`src/verilog/nand_ctrl_params.svh`:
```
/*
  Constants for the NAND status, identification, erase and reset host
  controller: command codes, field positions and bus timing counts.
  Assumes a 250 MHz system clock; the including file uses them as-is.
*/
`ifndef NAND_CTRL_PARAMS_SVH
`define NAND_CTRL_PARAMS_SVH

`define CLK_PERIOD_NS    4
// command codes
`define CMD_ERASE_SETUP  8'h60
`define CMD_ERASE_START  8'hD0
`define CMD_STATUS       8'h70
`define CMD_DSTATUS      8'h71
`define CMD_RESET        8'hFF
`define CMD_ID_READ      8'h90
`define ID_ADDR_BYTE     8'h00
`define ID_LEN           5
// status byte bit positions (data_line_1 is bit 0)
`define ST_FAIL_CUR      0
`define ST_FAIL_PREV     1
`define ST_D0_FAIL1      1
`define ST_D1_FAIL1      2
`define ST_D0_FAIL2      3
`define ST_D1_FAIL2      4
`define ST_PAGE_RDY      5
`define ST_CACHE_RDY     6
`define ST_NOT_WP        7
// identification field positions
`define ID3_CHIPS_LSB    0
`define ID3_CELL_LSB     2
`define ID4_PAGE_LSB     0
`define ID4_BLOCK_LSB    4
`define ID4_WIDTH_BIT    6
`define ID5_DIST_LSB     2
// row address layout: page in low bits, block above it
`define ROW_PAGE_BITS    6
`define ROW_W_DEFAULT    18
// strobe timing in ns, turned into cycles by rounding up
`define T_WE_LOW_NS      12
`define T_WE_HIGH_NS     10
`define T_RE_LOW_NS      20
`define T_RE_HIGH_NS     10
`define T_WB_NS          100
`define CYC_UP(ns)       (((ns) + `CLK_PERIOD_NS - 1) / `CLK_PERIOD_NS)

`endif

```
`src/verilog/nand_ctrl_pkg.sv`:
```
/*
  Types for the NAND host controller: user operations, sequence items and
  the decoded status and identification results.
  Assumes nothing of its surroundings.
*/
`default_nettype none

package nand_ctrl_pkg;

  typedef enum logic [2:0] {
    OP_RESET   = 3'h0,
    OP_STATUS  = 3'h1,
    OP_DSTATUS = 3'h2,
    OP_ID      = 3'h3,
    OP_ERASE   = 3'h4,
    OP_MERASE  = 3'h5
  } op_type;

  typedef enum logic [2:0] {
    K_CMD  = 3'h0,
    K_ADDR = 3'h1,
    K_READ = 3'h2,
    K_WAIT = 3'h3,
    K_END  = 3'h4
  } kind_type;

  typedef struct packed {
    kind_type   kind;
    logic [7:0] data;
  } item_type;

  typedef struct packed {
    logic [7:0] raw;
    logic       fail_cur;
    logic       fail_prev;
    logic       pass_fail_valid;
    logic       page_ready;
    logic       cache_ready;
    logic       not_protected;
    logic       ready_mismatch;
    logic [3:0] district_fail;
  } status_info_type;

  typedef struct packed {
    logic [7:0] maker;
    logic [7:0] device;
    logic [3:0] chip_count;
    logic [4:0] cell_levels;
    logic [3:0] page_kb;
    logic [9:0] block_kb;
    logic       x16;
    logic [3:0] districts;
  } id_info_type;

endpackage

`default_nettype wire

```
`src/verilog/nand_status_id_reset_control.sv`:
```
/*
  Host-side NAND controller for reset, status read, district status read,
  identification read and single or two-district block erase.
  Assumes one NAND device on the pins, an open-drain ready_busy_n pulled
  up outside, and a user that waits for cmd_ready_o before a new order.
*/
// Operation
// - one block per district in multi erase
// - end erase with start, abort with reset
// - status byte on each read strobe
// - during power-on only reset or status
// - never send undefined command codes
// - while busy only 70h, 71h, reset
// - shared busy wire: use status reads
`default_nettype none
`include "nand_ctrl_params.svh"

module nand_status_id_reset_control
  import nand_ctrl_pkg::*;
#(
  parameter int ROW_W = `ROW_W_DEFAULT
) (
  input  wire logic            sys_clk_i,
  input  wire logic            sys_rst_i,
  input  wire logic            cmd_valid_i,
  input  wire op_type          cmd_op_i,
  input  wire logic [ROW_W-1:0] row_a_i,
  input  wire logic [ROW_W-1:0] row_b_i,
  input  wire logic            erase_enable_i,
  output logic                 cmd_ready_o,
  output logic                 done_o,
  output logic                 refused_o,
  output logic                 device_ready_o,
  output status_info_type      status_o,
  output id_info_type          id_o,
  output logic                 ce_n_o,
  output logic                 cle_o,
  output logic                 ale_o,
  output logic                 we_n_o,
  output logic                 read_strobe_n_o,
  output logic                 wp_n_o,
  input  wire logic            ready_busy_n_i,
  input  wire logic [7:0]      dq_i,
  output logic [7:0]           dq_o,
  output logic                 dq_oe_o
);

  if (ROW_W <= `ROW_PAGE_BITS + 1 || ROW_W > 24)
    $error("ROW_W must leave a block field and fit three address cycles");

  localparam logic [7:0] WE_LO = 8'(`CYC_UP(`T_WE_LOW_NS));
  localparam logic [7:0] WE_HI = 8'(`CYC_UP(`T_WE_HIGH_NS));
  localparam logic [7:0] RE_LO = 8'(`CYC_UP(`T_RE_LOW_NS));
  localparam logic [7:0] RE_HI = 8'(`CYC_UP(`T_RE_HIGH_NS));
  localparam logic [7:0] WB_C  = 8'(`CYC_UP(`T_WB_NS));

  typedef enum logic [5:0] {
    ST_IDLE  = 6'h01,
    ST_ISSUE = 6'h02,
    ST_LOW   = 6'h04,
    ST_HIGH  = 6'h08,
    ST_WAITB = 6'h10,
    ST_WAITR = 6'h20
  } state_type;

  function automatic logic [7:0] addr_byte(input logic [ROW_W-1:0] row,
                                           input logic [1:0] idx);
    logic [23:0] w;
    w = 24'(row);
    addr_byte = w[8*idx +: 8];
  endfunction

  // every code sent comes from this table, so nothing undefined leaves
  function automatic item_type seq_item(input op_type op,
                                        input logic [3:0] st,
                                        input logic [ROW_W-1:0] ra,
                                        input logic [ROW_W-1:0] rb);
    seq_item = '{K_END, 8'h00};
    unique case (op)
      OP_RESET:
        if (st == 4'h0) seq_item = '{K_CMD, `CMD_RESET};
        else if (st == 4'h1) seq_item = '{K_WAIT, 8'h00};
      OP_STATUS, OP_DSTATUS:
        if (st == 4'h0)
          seq_item = '{K_CMD, (op == OP_STATUS) ? `CMD_STATUS
                                                : `CMD_DSTATUS};
        else if (st == 4'h1) seq_item = '{K_READ, 8'h00};
      OP_ID:
        if (st == 4'h0) seq_item = '{K_CMD, `CMD_ID_READ};
        else if (st == 4'h1) seq_item = '{K_ADDR, `ID_ADDR_BYTE};
        else if (st < 4'(2 + `ID_LEN)) seq_item = '{K_READ, 8'h00};
      OP_ERASE:
        if (st == 4'h0) seq_item = '{K_CMD, `CMD_ERASE_SETUP};
        else if (st <= 4'h3) seq_item = '{K_ADDR, addr_byte(ra, 2'(st - 4'h1))};
        else if (st == 4'h4) seq_item = '{K_CMD, `CMD_ERASE_START};
        else if (st == 4'h5) seq_item = '{K_WAIT, 8'h00};
      OP_MERASE:
        if (st == 4'h0 || st == 4'h4) seq_item = '{K_CMD, `CMD_ERASE_SETUP};
        else if (st <= 4'h3) seq_item = '{K_ADDR, addr_byte(ra, 2'(st - 4'h1))};
        else if (st <= 4'h7) seq_item = '{K_ADDR, addr_byte(rb, 2'(st - 4'h5))};
        else if (st == 4'h8) seq_item = '{K_CMD, `CMD_ERASE_START};
        else if (st == 4'h9) seq_item = '{K_WAIT, 8'h00};
      default: seq_item = '{K_END, 8'h00};
    endcase
  endfunction

  state_type             state_r, state_nxt;
  op_type                op_r, op_nxt;
  logic [ROW_W-1:0]      ra_r, ra_nxt, rb_r, rb_nxt;
  logic [3:0]            step_r, step_nxt;
  logic [7:0]            cnt_r, cnt_nxt;
  logic                  rd_r, rd_nxt;
  logic [2:0]            ridx_r, ridx_nxt;
  logic [7:0]            rbuf_r [`ID_LEN];
  logic [7:0]            rbuf_nxt [`ID_LEN];
  logic [2:0]            rb_s_r, rb_s_nxt;
  logic [7:0]            dq_s1_r, dq_s2_r, dq_s3_r;
  logic                  rdy_r, rdy_nxt, init_r, init_nxt, pe_r, pe_nxt;
  logic                  cmd_ready_nxt, done_nxt, refused_nxt;
  status_info_type       status_nxt;
  id_info_type           id_nxt;
  logic                  ce_n_nxt, cle_nxt, ale_nxt, we_n_nxt, re_n_nxt;
  logic                  wp_n_nxt, dq_oe_nxt;
  logic [7:0]            dq_nxt;
  item_type              item;
  logic                  allowed, dist_ok;
  logic [7:0]            sb;

  always_comb
  begin
    state_nxt = state_r;    op_nxt = op_r;       ra_nxt = ra_r;
    rb_nxt = rb_r;          step_nxt = step_r;   cnt_nxt = cnt_r;
    rd_nxt = rd_r;          ridx_nxt = ridx_r;   rbuf_nxt = rbuf_r;
    init_nxt = init_r;      pe_nxt = pe_r;       status_nxt = status_o;
    id_nxt = id_o;          done_nxt = 1'b0;     refused_nxt = 1'b0;
    ce_n_nxt = ce_n_o;      cle_nxt = cle_o;     ale_nxt = ale_o;
    we_n_nxt = we_n_o;      re_n_nxt = read_strobe_n_o;
    dq_nxt = dq_o;          dq_oe_nxt = dq_oe_o;
    wp_n_nxt = erase_enable_i;
    rb_s_nxt = {rb_s_r[1:0], ready_busy_n_i};
    // a busy level counts only once the last two stages agree
    rdy_nxt = (rb_s_r[1] == rb_s_r[2]) ? rb_s_r[2] : rdy_r;
    if (rdy_r) init_nxt = 1'b1;
    item = seq_item(op_r, step_r, ra_r, rb_r);
    sb = rbuf_r[0];
    // district is the block's low bit; both blocks from one half
    dist_ok = (row_a_i[`ROW_PAGE_BITS] != row_b_i[`ROW_PAGE_BITS]) &&
              (row_a_i[ROW_W-1] == row_b_i[ROW_W-1]);
    unique case (cmd_op_i)
      OP_RESET, OP_STATUS: allowed = 1'b1;
      OP_DSTATUS:          allowed = init_r;
      OP_MERASE:           allowed = init_r && rdy_r && dist_ok;
      OP_ID, OP_ERASE:     allowed = init_r && rdy_r;
      default:             allowed = 1'b0;
    endcase

    unique case (state_r)
      ST_IDLE:
        if (cmd_valid_i)
        begin
          if (allowed)
          begin
            op_nxt = cmd_op_i;
            ra_nxt = row_a_i;
            rb_nxt = row_b_i;
            step_nxt = 4'h0;
            ridx_nxt = 3'h0;
            ce_n_nxt = 1'b0;
            state_nxt = ST_ISSUE;
          end
          else
          begin
            done_nxt = 1'b1;
            refused_nxt = 1'b1;
          end
        end
      ST_ISSUE:
        unique case (item.kind)
          K_CMD, K_ADDR:
          begin
            cle_nxt = (item.kind == K_CMD);
            ale_nxt = (item.kind == K_ADDR);
            dq_nxt = item.data;
            dq_oe_nxt = 1'b1;
            we_n_nxt = 1'b0;
            rd_nxt = 1'b0;
            cnt_nxt = WE_LO - 8'h01;
            state_nxt = ST_LOW;
          end
          K_READ:
          begin
            re_n_nxt = 1'b0;
            dq_oe_nxt = 1'b0;
            rd_nxt = 1'b1;
            cnt_nxt = RE_LO - 8'h01;
            state_nxt = ST_LOW;
          end
          K_WAIT:
          begin
            cnt_nxt = WB_C - 8'h01;
            state_nxt = ST_WAITB;
          end
          default:
          begin
            ce_n_nxt = 1'b1;
            done_nxt = 1'b1;
            state_nxt = ST_IDLE;
            if (op_r == OP_ERASE || op_r == OP_MERASE) pe_nxt = 1'b1;
            if (op_r == OP_RESET) pe_nxt = 1'b0;
            if (op_r == OP_STATUS || op_r == OP_DSTATUS)
            begin
              status_nxt.raw = sb;
              status_nxt.fail_cur = sb[`ST_FAIL_CUR];
              status_nxt.fail_prev = sb[`ST_FAIL_PREV];
              status_nxt.page_ready = sb[`ST_PAGE_RDY];
              status_nxt.cache_ready = sb[`ST_CACHE_RDY];
              status_nxt.not_protected = sb[`ST_NOT_WP];
              // only erase results are judged; a reset leaves it invalid
              status_nxt.pass_fail_valid = pe_r && sb[`ST_PAGE_RDY];
              // no cached command is ever issued, so they must agree
              status_nxt.ready_mismatch =
                sb[`ST_PAGE_RDY] ^ sb[`ST_CACHE_RDY];
              status_nxt.district_fail = (op_r == OP_DSTATUS) ?
                {sb[`ST_D1_FAIL2], sb[`ST_D0_FAIL2],
                 sb[`ST_D1_FAIL1], sb[`ST_D0_FAIL1]} : 4'h0;
            end
            if (op_r == OP_ID)
            begin
              id_nxt.maker = rbuf_r[0];
              id_nxt.device = rbuf_r[1];
              id_nxt.chip_count =
                4'(4'h1 << rbuf_r[2][`ID3_CHIPS_LSB +: 2]);
              id_nxt.cell_levels =
                5'(5'h02 << rbuf_r[2][`ID3_CELL_LSB +: 2]);
              id_nxt.page_kb =
                4'(4'h1 << rbuf_r[3][`ID4_PAGE_LSB +: 2]);
              id_nxt.block_kb =
                10'(10'h040 << rbuf_r[3][`ID4_BLOCK_LSB +: 2]);
              id_nxt.x16 = rbuf_r[3][`ID4_WIDTH_BIT];
              id_nxt.districts =
                4'(4'h1 << rbuf_r[4][`ID5_DIST_LSB +: 2]);
            end
          end
        endcase
      ST_LOW:
        if (cnt_r != 8'h00) cnt_nxt = cnt_r - 8'h01;
        else if (!rd_r)
        begin
          we_n_nxt = 1'b1;
          cnt_nxt = WE_HI - 8'h01;
          state_nxt = ST_HIGH;
        end
        else if (dq_s2_r == dq_s3_r)
        begin
          if (ridx_r < 3'(`ID_LEN)) rbuf_nxt[ridx_r] = dq_s3_r;
          ridx_nxt = ridx_r + 3'h1;
          re_n_nxt = 1'b1;
          cnt_nxt = RE_HI - 8'h01;
          state_nxt = ST_HIGH;
        end
      ST_HIGH:
        if (cnt_r != 8'h00) cnt_nxt = cnt_r - 8'h01;
        else
        begin
          cle_nxt = 1'b0;
          ale_nxt = 1'b0;
          dq_oe_nxt = 1'b0;
          step_nxt = step_r + 4'h1;
          state_nxt = ST_ISSUE;
        end
      ST_WAITB:
        if (cnt_r != 8'h00) cnt_nxt = cnt_r - 8'h01;
        else state_nxt = ST_WAITR;
      ST_WAITR:
        if (rdy_r)
        begin
          step_nxt = step_r + 4'h1;
          state_nxt = ST_ISSUE;
        end
      default: state_nxt = ST_IDLE;
    endcase
    cmd_ready_nxt = (state_nxt == ST_IDLE);
  end

  always_ff @(posedge sys_clk_i)
  begin
    dq_s1_r <= dq_i;
    dq_s2_r <= dq_s1_r;
    dq_s3_r <= dq_s2_r;
    rbuf_r <= rbuf_nxt;
    op_r <= op_nxt;
    ra_r <= ra_nxt;
    rb_r <= rb_nxt;
    dq_o <= dq_nxt;
    if (sys_rst_i)
    begin
      state_r <= ST_IDLE;    step_r <= 4'h0;     cnt_r <= 8'h00;
      rd_r <= 1'b0;          ridx_r <= 3'h0;     rb_s_r <= 3'h0;
      rdy_r <= 1'b0;         init_r <= 1'b0;     pe_r <= 1'b0;
      cmd_ready_o <= 1'b1;   done_o <= 1'b0;     refused_o <= 1'b0;
      status_o <= '0;        id_o <= '0;         ce_n_o <= 1'b1;
      cle_o <= 1'b0;         ale_o <= 1'b0;      we_n_o <= 1'b1;
      read_strobe_n_o <= 1'b1;
      wp_n_o <= 1'b0;        dq_oe_o <= 1'b0;    device_ready_o <= 1'b0;
    end
    else
    begin
      state_r <= state_nxt;  step_r <= step_nxt; cnt_r <= cnt_nxt;
      rd_r <= rd_nxt;        ridx_r <= ridx_nxt; rb_s_r <= rb_s_nxt;
      rdy_r <= rdy_nxt;      init_r <= init_nxt; pe_r <= pe_nxt;
      cmd_ready_o <= cmd_ready_nxt;
      done_o <= done_nxt;    refused_o <= refused_nxt;
      status_o <= status_nxt;
      id_o <= id_nxt;        ce_n_o <= ce_n_nxt;
      cle_o <= cle_nxt;      ale_o <= ale_nxt;   we_n_o <= we_n_nxt;
      read_strobe_n_o <= re_n_nxt;
      wp_n_o <= wp_n_nxt;    dq_oe_o <= dq_oe_nxt;
      device_ready_o <= rdy_nxt;
    end
  end

endmodule

`default_nettype wire

```
`config.mk`:
```
export PLATFORM = sky130hd
export DESIGN_NAME = nand_status_id_reset_control
export DESIGN_NICKNAME = d
export VERILOG_FILES = /design/src/verilog/nand_ctrl_pkg.sv /design/src/verilog/nand_status_id_reset_control.sv
export VERILOG_INCLUDE_DIRS = /design/src /design/src/verilog
export SDC_FILE = /design/constraint.sdc
export NUM_CORES = 1
export LEC_CHECK = 0
export ABC_AREA = 1
export CORE_AREA = 2 2 128 130
export CTS_CLUSTER_DIAMETER = 100
export DETAILED_ROUTE_END_ITERATION = 10
export DIE_AREA = 0 0 130 132
export DONT_BUFFER_PORTS = 1
export SLEW_MARGIN = 20
export SYNTH_ARGS = -nofsm -noshare
export SYNTH_HDL_FRONTEND = slang
export SYNTH_SLANG_ARGS = --single-unit
```
`constraint.sdc`:
```
create_clock -name sys_clk_i -period 3.33 [get_ports sys_clk_i]
set_input_delay 0.4995 -clock sys_clk_i [delete_from_list [all_inputs] [get_ports sys_clk_i]]
set_output_delay 0.4995 -clock sys_clk_i [all_outputs]
set_load 0.02 [all_outputs]
```
======== Word-level counts from Yosys, hierarchy flattened ========
Index checks and enable logic that the tools add are counted.
W data, S select, Z words.
storage, ports and cells
  flip-flop bits (word level) ............. 212
  input port bits ......................... 52
cells by class
  $add $sub $neg .......................... 5
  order comparisons ....................... 6
  eq/ne operators ......................... 44
  shift-type cells ........................ 7
  muxes and demuxes ....................... 77
  bitwise operators ....................... 5
  reduce and logical (&&, ||, !) cells .... 44
operator list
  kind                   count
  $mux W11               16
  $pmux W11 S5           1
  $mux W6                8
  $pmux W8 S3            2
  $shiftx A24 B6 Y8      2
  $bwmux W40             1
  $mux W8                5
  $pmux W6 S6            1
  $demux W8 S3           1
  $ne A2 B2 Y1 const B   11
  $mux W4                5
  $mux W1                19
  $eq A3 B2 Y1 const B   6
  $pmux W1 S2            9
  $reduce_and A3 Y1      6
  $mux W3                5
  $reduce_and A5 Y1      3
  $eq A3 B3 Y1 const B   4
  $eq A6 B1 Y1 const B   2
  $pmux W4 S3            1
  $reduce_and A4 Y1      3
  $reduce_bool A2 Y1     6
  $reduce_or A2 Y1       6
  $shl A1 B2 Y4 const A  3
  43 further kinds       62

======== Longest topological paths before layout ========
  depth in word-level cells ............... 12
  gate-level depth with buffers ........... 17
  depth with buffers taken out ............ 14

======== Worst setup path before layout ========
No wires, ideal clock.
  path kind ............................... register to register
  start point ............................. register step_r[0]
  end point ............................... register dq_o[0], enable pin
  library setup time ...................... 370 ps
  arrival ................................. 2353 ps
  required time ........................... 2960 ps
  slack ................................... 607 ps
  cell stages (with the launch flop) ...... 14
  cell sequence ........................... dfxtp_1 > clkbuf_1 > clkinv_1 > clkbuf_1 > ha_1 > clkbuf_1 > inv_1 > nand3_1 > inv_1 > nand2_1 > nand3_2 > nor2_1 > nand2_1 > nor2_1
on the way
  cells in the longest elaborated chain, start to end .. 10
  elaborated cells on any way between the ends .. 31
ends and longest elaborated chain
  item                                                     RTL line                             RTL
  start, declared                                          nand_status_id_reset_control.sv:110  logic [3:0] step_r, step_nxt;
  start signal, assigned                                   nand_status_id_reset_control.sv:308  state_r <= state_nxt; step_r <= step_nxt; cnt_r <= cnt_nxt;
  $eq A4 B4 Y1                                             nand_status_id_reset_control.sv:102  else if (st == 4'h9) seq_item = '{K_WAIT, 8'h00};
  $mux W11                                                 nand_status_id_reset_control.sv:102
  $mux W11                                                 nand_status_id_reset_control.sv:101  else if (st == 4'h8) seq_item = '{K_CMD, `CMD_ERASE_START};
  $mux W11                                                 nand_status_id_reset_control.sv:100  else if (st <= 4'h7) seq_item = '{K_ADDR, addr_byte(rb, 2'(st - 4'h5))};
  $mux W11                                                 nand_status_id_reset_control.sv:99   else if (st <= 4'h3) seq_item = '{K_ADDR, addr_byte(ra, 2'(st - 4'h1))};
  $mux W11                                                 nand_status_id_reset_control.sv:98   if (st == 4'h0 || st == 4'h4) seq_item = '{K_CMD, `CMD_ERASE_SETUP};
  $pmux W11 S5 *                                           nand_status_id_reset_control.sv:79   unique case (op)
  $eq A3 B1 Y1 / $logic_not A3 Y1 (equally long branches)  nand_status_id_reset_control.sv:178  unique case (item.kind)
  $reduce_or A2 Y1 *                                       nand_status_id_reset_control.sv:178
  $reduce_and A2 Y1 (no line) *                            -
  end signal, assigned                                     nand_status_id_reset_control.sv:294  dq_o <= dq_nxt;
  end, declared                                            nand_status_id_reset_control.sv:44   output logic [7:0] dq_o,
Every way passes the cells marked *; elsewhere a longest branch is shown, timed or not.
A chain may end at the register's enable or synchronous reset.

======== Final worst setup path ========
  start point ............................. register step_r[0]
  end point ............................... register id_o[43] (netlist bit)
on the way
  cells in the longest elaborated chain, start to end .. 11
  elaborated cells on any way between the ends .. 34
ends and longest elaborated chain
  item                                  RTL line                             RTL
  $eq A4 B4 Y1                          nand_status_id_reset_control.sv:102
  $mux W11                              nand_status_id_reset_control.sv:102
  $mux W11                              nand_status_id_reset_control.sv:101
  $mux W11                              nand_status_id_reset_control.sv:100
  $mux W11                              nand_status_id_reset_control.sv:99
  $mux W11                              nand_status_id_reset_control.sv:98
  $pmux W11 S5 *                        nand_status_id_reset_control.sv:79
  $eq A3 B1 Y1 (tied with other cells)  nand_status_id_reset_control.sv:178
  $reduce_or A4 Y1 (no line) *          -
  $not A1 Y1 (no line) *                -
  $reduce_and A3 Y1 (no line) *         -
  end signal, assigned                  nand_status_id_reset_control.sv:314  id_o <= id_nxt; ce_n_o <= ce_n_nxt;
  end, declared                         nand_status_id_reset_control.sv:35   output id_info_type id_o,
Marked as above.

==> impl_results.html <==
<table>
<tr><th>Metric</th><th>Value</th></tr>
<tr><th colspan="2">Critical path</th></tr>
<tr><td>Total buffers and inverters traversed by the critical path</td><td>2</td></tr>
<tr><td>Most numerous cell on the critical path</td><td>sky130_fd_sc_hd__nand2_1</td></tr>
<tr><td>Setup Crit Path Kind</td><td>register to register</td></tr>
<tr><td>Crit path capture type</td><td>register</td></tr>
<tr><td>FF-to-FF path depth</td><td>12</td></tr>
<tr><td>Arrival time reported for the critical path endpoint</td><td>3.00 ns</td></tr>
<tr><td>Kind of cell adding the most delay to the critical path</td><td>simple AND/OR/NAND/NOR gates</td></tr>
<tr><td>Critical register-to-register path endpoint</td><td>id_o[43]$_SDFFE_PP0P_</td></tr>
<tr><td>Master of the slowest instance on the critical path</td><td>sky130_fd_sc_hd__clkinv_2</td></tr>
<tr><td>Series of cell instances along the critical path</td><td>clkinv_1 &gt; ha_1 &gt; o21ai_1 &gt; nand2_1 &gt; nand2_1 &gt; nand2_1 &gt; nand2_2 &gt; nand2_4 &gt; nor2_8 &gt; clkinv_2 &gt; nand2_1 &gt; a21oi_1</td></tr>
<tr><td>Reg2reg start</td><td>step_r[0]$_SDFFE_PP0P_</td></tr>
<tr><td>Nature of the critical path startpoint</td><td>register</td></tr>
<tr><td>Minimum setup slack among reg-to-reg paths</td><td>0.65 ns</td></tr>
<tr><td>Largest stage delay on the critical path</td><td>0.45 ns</td></tr>
<tr><td>CP max FO</td><td>30</td></tr>
<tr><td>Required @ worst endpoint</td><td>3.65 ns</td></tr>
<tr><th colspan="2">Clock tree</th></tr>
<tr><td>Resized Gates After CTS</td><td>0</td></tr>
<tr><td>Hold Buf Count CTS</td><td>0</td></tr>
<tr><td>Number of buffers created by CTS</td><td>17</td></tr>
<tr><td>CTS tree</td><td>yes</td></tr>
<tr><td>Number of clock sinks seen by CTS</td><td>187</td></tr>
<tr><td>Clock tree buffer depth</td><td>2</td></tr>
<tr><td>Latest clock arrival within the worst-skew pair</td><td>0.43 ns</td></tr>
<tr><td>Clock root buffer</td><td>sky130_fd_sc_hd__clkbuf_16</td></tr>
<tr><td>Clock-pin slew on the worst setup and hold paths</td><td>0.07 ns</td></tr>
<tr><td>Depth of the CTS H-tree</td><td>4</td></tr>
<tr><td>Number of post-CTS setup repair buffers</td><td>0</td></tr>
<tr><th colspan="2">Die</th></tr>
<tr><td>Core region area</td><td>15700 µm²</td></tr>
<tr><td>Height of the chip</td><td>132 µm</td></tr>
<tr><td>Width of the die</td><td>130 µm</td></tr>
<tr><td>Initial Utilization</td><td>49.1%</td></tr>
<tr><td>Row cnt</td><td>46</td></tr>
<tr><td>Count of pins on the block boundary</td><td>134</td></tr>
<tr><td>Die footprint</td><td>17200 µm²</td></tr>
<tr><th colspan="2">Yosys</th></tr>
<tr><td>Post-Syn Area per Cell</td><td>8.76 µm²</td></tr>
<tr><td>Cell count after synthesis</td><td>880</td></tr>
<tr><td>Number of flip-flops and latches in the synthesized netlist</td><td>187</td></tr>
<tr><td>Main area contributors after synthesis</td><td>sky130_fd_sc_hd__dfxtp_1 (29%), sky130_fd_sc_hd__edfxtp_1 (29%), sky130_fd_sc_hd__nand2_1 (11%)</td></tr>
<tr><td>Fraction of post-synthesis cell area in the top cell type by area</td><td>29.3%</td></tr>
<tr><td>Yosys top cell by area</td><td>sky130_fd_sc_hd__dfxtp_1</td></tr>
<tr><td>Number of different library cells in the post-synthesis netlist</td><td>38</td></tr>
<tr><td>Post-synth ARST share</td><td>0%</td></tr>
<tr><td>Post-synth EDFFs</td><td>74</td></tr>
<tr><td>Post-synthesis instance area</td><td>7710 µm²</td></tr>
<tr><td>Top flip-flop cell by instance count after synthesis</td><td>sky130_fd_sc_hd__dfxtp_1</td></tr>
<tr><td>Register area share after synthesis</td><td>58.2%</td></tr>
<tr><td>Total of warnings raised by yosys</td><td>0</td></tr>
<tr><th colspan="2">Timing</th></tr>
<tr><td>Clock skew</td><td>0.0129 ns</td></tr>
<tr><td>Worst hold margin</td><td>0.0898 ns</td></tr>
<tr><td>Final hold violation count</td><td>0</td></tr>
<tr><td>Highest clock rate</td><td>0.373 GHz</td></tr>
<tr><td>Setup tns final</td><td>0 ns</td></tr>
<tr><td>Pins Over Slew Limit</td><td>0</td></tr>
<tr><td>Minimum clock period after layout</td><td>2.68 ns</td></tr>
<tr><td>Setup repair after global routing missed its margin</td><td>no</td></tr>
<tr><td>Setup-violating endpoint count in the final report</td><td>0</td></tr>
<tr><td>Worst rel slew slack</td><td>50.9%</td></tr>
<tr><td>Transition time at the pin with the least slew margin</td><td>0.730 ns</td></tr>
<tr><td>Post-route clock period utilization</td><td>80.5%</td></tr>
<tr><th colspan="2">Detailed routing</th></tr>
<tr><td>DR WL/cell</td><td>15.3 µm</td></tr>
<tr><td>DR iter-0 viols</td><td>303</td></tr>
<tr><td>First-pass DRT Iterations</td><td>5</td></tr>
<tr><td>DR vias</td><td>5722</td></tr>
<tr><td>Final wirelength</td><td>16900 µm</td></tr>
<tr><td>Drt via density</td><td>5.18</td></tr>
<tr><td>Remaining routing DRC violations</td><td>0</td></tr>
<tr><td>Antenna Nets Post-Route</td><td>0</td></tr>
<tr><th colspan="2">Global routing</th></tr>
<tr><td>Number of global-route vias before repair</td><td>5208</td></tr>
<tr><td>Global routing's busiest layer</td><td>met2</td></tr>
<tr><td>Residual overflow from global routing</td><td>0</td></tr>
<tr><td>Maximum number of pins on one net before global-route repair</td><td>75</td></tr>
<tr><td>Overall fraction of global-route tracks in use</td><td>19.8%</td></tr>
<tr><td>M1 GR Usage</td><td>26.7%</td></tr>
<tr><td>Met3 usage</td><td>5.60%</td></tr>
<tr><td>First-pass GRT wire length</td><td>26400 µm</td></tr>
<tr><td>Met2 Resource Use GR</td><td>31.1%</td></tr>
<tr><td>Antenna violations before repair</td><td>0</td></tr>
<tr><th colspan="2">Layout</th></tr>
<tr><td>Number of antenna cells inserted</td><td>0</td></tr>
<tr><td>Share of cells above drive strength 1</td><td>7.43%</td></tr>
<tr><td>Layout Nets</td><td>933</td></tr>
<tr><td>Layout Area Growth over Synthesis</td><td>9.35%</td></tr>
<tr><th colspan="2">Status</th></tr>
<tr><td>Status</td><td>finished, final reports clean</td></tr>
<tr><th colspan="2">Placed design</th></tr>
<tr><td>DPL Wire Length</td><td>12100 µm</td></tr>
<tr><td>Port-buffer cells</td><td>0</td></tr>
<tr><td>Final weighted congestion in routability-driven placement</td><td>0.873</td></tr>
<tr><th colspan="2">Worst hold path</th></tr>
<tr><td>Worst hold path endpoint</td><td>dq_s1_r[3]$_DFF_P_</td></tr>
<tr><td>Hold-critical path depth</td><td>0</td></tr>
<tr><td>Launch point of the worst hold path</td><td>dq_i[3]</td></tr>
<tr><td>Classification of the worst-slack hold path</td><td>input port to register</td></tr>
<tr><th colspan="2">Power</th></tr>
<tr><td>Leakage component of the power</td><td>3.37 nW</td></tr>
<tr><td>Areal power density over the cells</td><td>627 nW/µm²</td></tr>
<tr><td>Worst VDD drop</td><td>0.433 mV</td></tr>
<tr><th colspan="2">Flow run</th></tr>
<tr><td>Count of max-cap constraint violations</td><td>0</td></tr>
</table>
-- power breakdown --
part / internal (mW) / switching, mW
logic: 0.210 / 0.491
registers: 2.48 / 0.0864
clock network: 1.11 / 0.917
-- kinds of logic (layout without fill, tap and decap cells) --
logic type	count (synthesis)	in the layout	synth area share, %
fa+ha+maj	6	6	0.974
buf+inv	113	115	6.75
flops	187	187	58.2
other cells	1	7	0.0486
xor+xnor	14	14	1.59
simple gates	423	423	23.2
compound gates	136	136	9.30
-- worst max-delay path by stage --
stage                                 startpoint                     to  slack, ns  cells past startpoint
after CTS                 step_r[0]$_SDFFE_PP0P_  id_o[43]$_SDFFE_PP0P_       0.63                     12
after floorplan           step_r[0]$_SDFFE_PP0P_  dq_o[0]$_SDFFCE_PP0P_       0.61                     13
after global routing       state_r[0]$_SDFF_PP1_   rbuf_r[19]$_DFFE_PP_       0.41                      7
after global placement     state_r[0]$_SDFF_PP1_   rbuf_r[17]$_DFFE_PP_       0.71                      7
final                     step_r[0]$_SDFFE_PP0P_  id_o[43]$_SDFFE_PP0P_       0.65                     12
after detailed placement  step_r[0]$_SDFFE_PP0P_  id_o[27]$_SDFFE_PP0P_       0.63                     12
-- worst reg2reg max path, cell delays in order, from the launching register on --
cell                       delay, ns
sky130_fd_sc_hd__dfxtp_1        0.43
sky130_fd_sc_hd__clkinv_1       0.12
sky130_fd_sc_hd__ha_1           0.31
sky130_fd_sc_hd__o21ai_1        0.19
sky130_fd_sc_hd__nand2_1        0.09
sky130_fd_sc_hd__nand2_1        0.06
sky130_fd_sc_hd__nand2_1        0.06
sky130_fd_sc_hd__nand2_2        0.11
sky130_fd_sc_hd__nand2_4        0.13
sky130_fd_sc_hd__nor2_8         0.36
sky130_fd_sc_hd__clkinv_2       0.47
sky130_fd_sc_hd__nand2_1        0.18
sky130_fd_sc_hd__a21oi_1        0.08
-- stage by stage --
stage | total power, mW | worst slack, ns | cells | util [%] | instance area, µm²
floorplan | 3.14 | 0.607 | 886 | - | 7730
global placement | 3.30 | 0.715 | 1072 | 49.8 | 7830
detailed placement | 3.31 | 0.632 | 1072 | 49.8 | 7830
CTS | 5.33 | 0.627 | 1104 | 53.7 | 8430
global route | 5.53 | 0.406 | 1104 | 53.7 | 8430
finish | 5.29 | 0.650 | 1104 | 53.7 | 8430
-- synthesized netlist by cell type, drive strengths merged (6+ instances only) --
| cell type | number |
|---|---|
| nand4 | 12 |
| buf | 25 |
| edfxtp | 74 |
| dfxtp | 113 |
| nand3 | 61 |
| a21oi | 72 |
| ha | 6 |
| nor2 | 108 |
| clkbuf | 14 |
| o21ai | 52 |
| inv | 72 |
| nand2 | 224 |
| nor3 | 11 |
| xnor2 | 8 |
| xor2 | 6 |
-- cell type report --
cell class,instances,area [µm²]
Fill cell,1453,7280
Sequential cell,187,4480
Multi-Input combinational cell,586,2730
Clock buffer,19,454
Inverter,74,279
Tap cell,216,270
Clock inverter,13,148
Timing Repair Buffer,9,67.6
-- cell usage in the layout (no fill, tap or decap), types with 2 or more instances in the layout --
cell / n
sky130_fd_sc_hd__clkinv_4: 2
sky130_fd_sc_hd__edfxtp_1: 74
sky130_fd_sc_hd__inv_2: 9
sky130_fd_sc_hd__o211ai_1: 5
sky130_fd_sc_hd__xnor2_1: 8
sky130_fd_sc_hd__or2_2: 4
sky130_fd_sc_hd__clkinv_2: 3
sky130_fd_sc_hd__o22ai_1: 2
sky130_fd_sc_hd__nand4_2: 2
sky130_fd_sc_hd__nor4_1: 2
sky130_fd_sc_hd__inv_8: 3
sky130_fd_sc_hd__xor2_1: 6
sky130_fd_sc_hd__conb_1: 7
sky130_fd_sc_hd__inv_1: 63
sky130_fd_sc_hd__nand4_1: 10
sky130_fd_sc_hd__o21ai_1: 21
sky130_fd_sc_hd__ha_1: 6
sky130_fd_sc_hd__nand3_1: 60
sky130_fd_sc_hd__nor2_1: 102
sky130_fd_sc_hd__o2111ai_1: 3
sky130_fd_sc_hd__inv_6: 2
sky130_fd_sc_hd__clkinv_8: 2
sky130_fd_sc_hd__nor2_2: 4
sky130_fd_sc_hd__dfxtp_1: 113
sky130_fd_sc_hd__o21ai_0: 30
sky130_fd_sc_hd__clkbuf_16: 18
sky130_fd_sc_hd__nor3_1: 11
sky130_fd_sc_hd__buf_4: 9
sky130_fd_sc_hd__nand2_1: 222
sky130_fd_sc_hd__a21oi_1: 72
-- sequential cells by signal, summed over array words and instances (netlist names), 3 cells and up --
| signal | flops |
|---|---|
| ra_r | 18 |
| dq_s2_r | 8 |
| status_o | 14 |
| ridx_r | 3 |
| sb | 8 |
| id_o | 37 |
| cnt_r | 8 |
| dq_s1_r | 8 |
| rb_r | 18 |
| step_r | 4 |
| op_r | 3 |
| rbuf_r | 19 |
| dq_s3_r | 8 |
| state_r | 6 |
| rb_s_r | 3 |
| dq_o | 8 |
-- layer usage --
layer | vias to the layer above | wire (µm)
met1 | 2653 | 7880
met4 | 0 | 244
li1 | 2880 | -
met5 | - | 0
met3 | 15 | 960
met2 | 174 | 7860
Note: power is estimated with default switching activity, not from simulation.
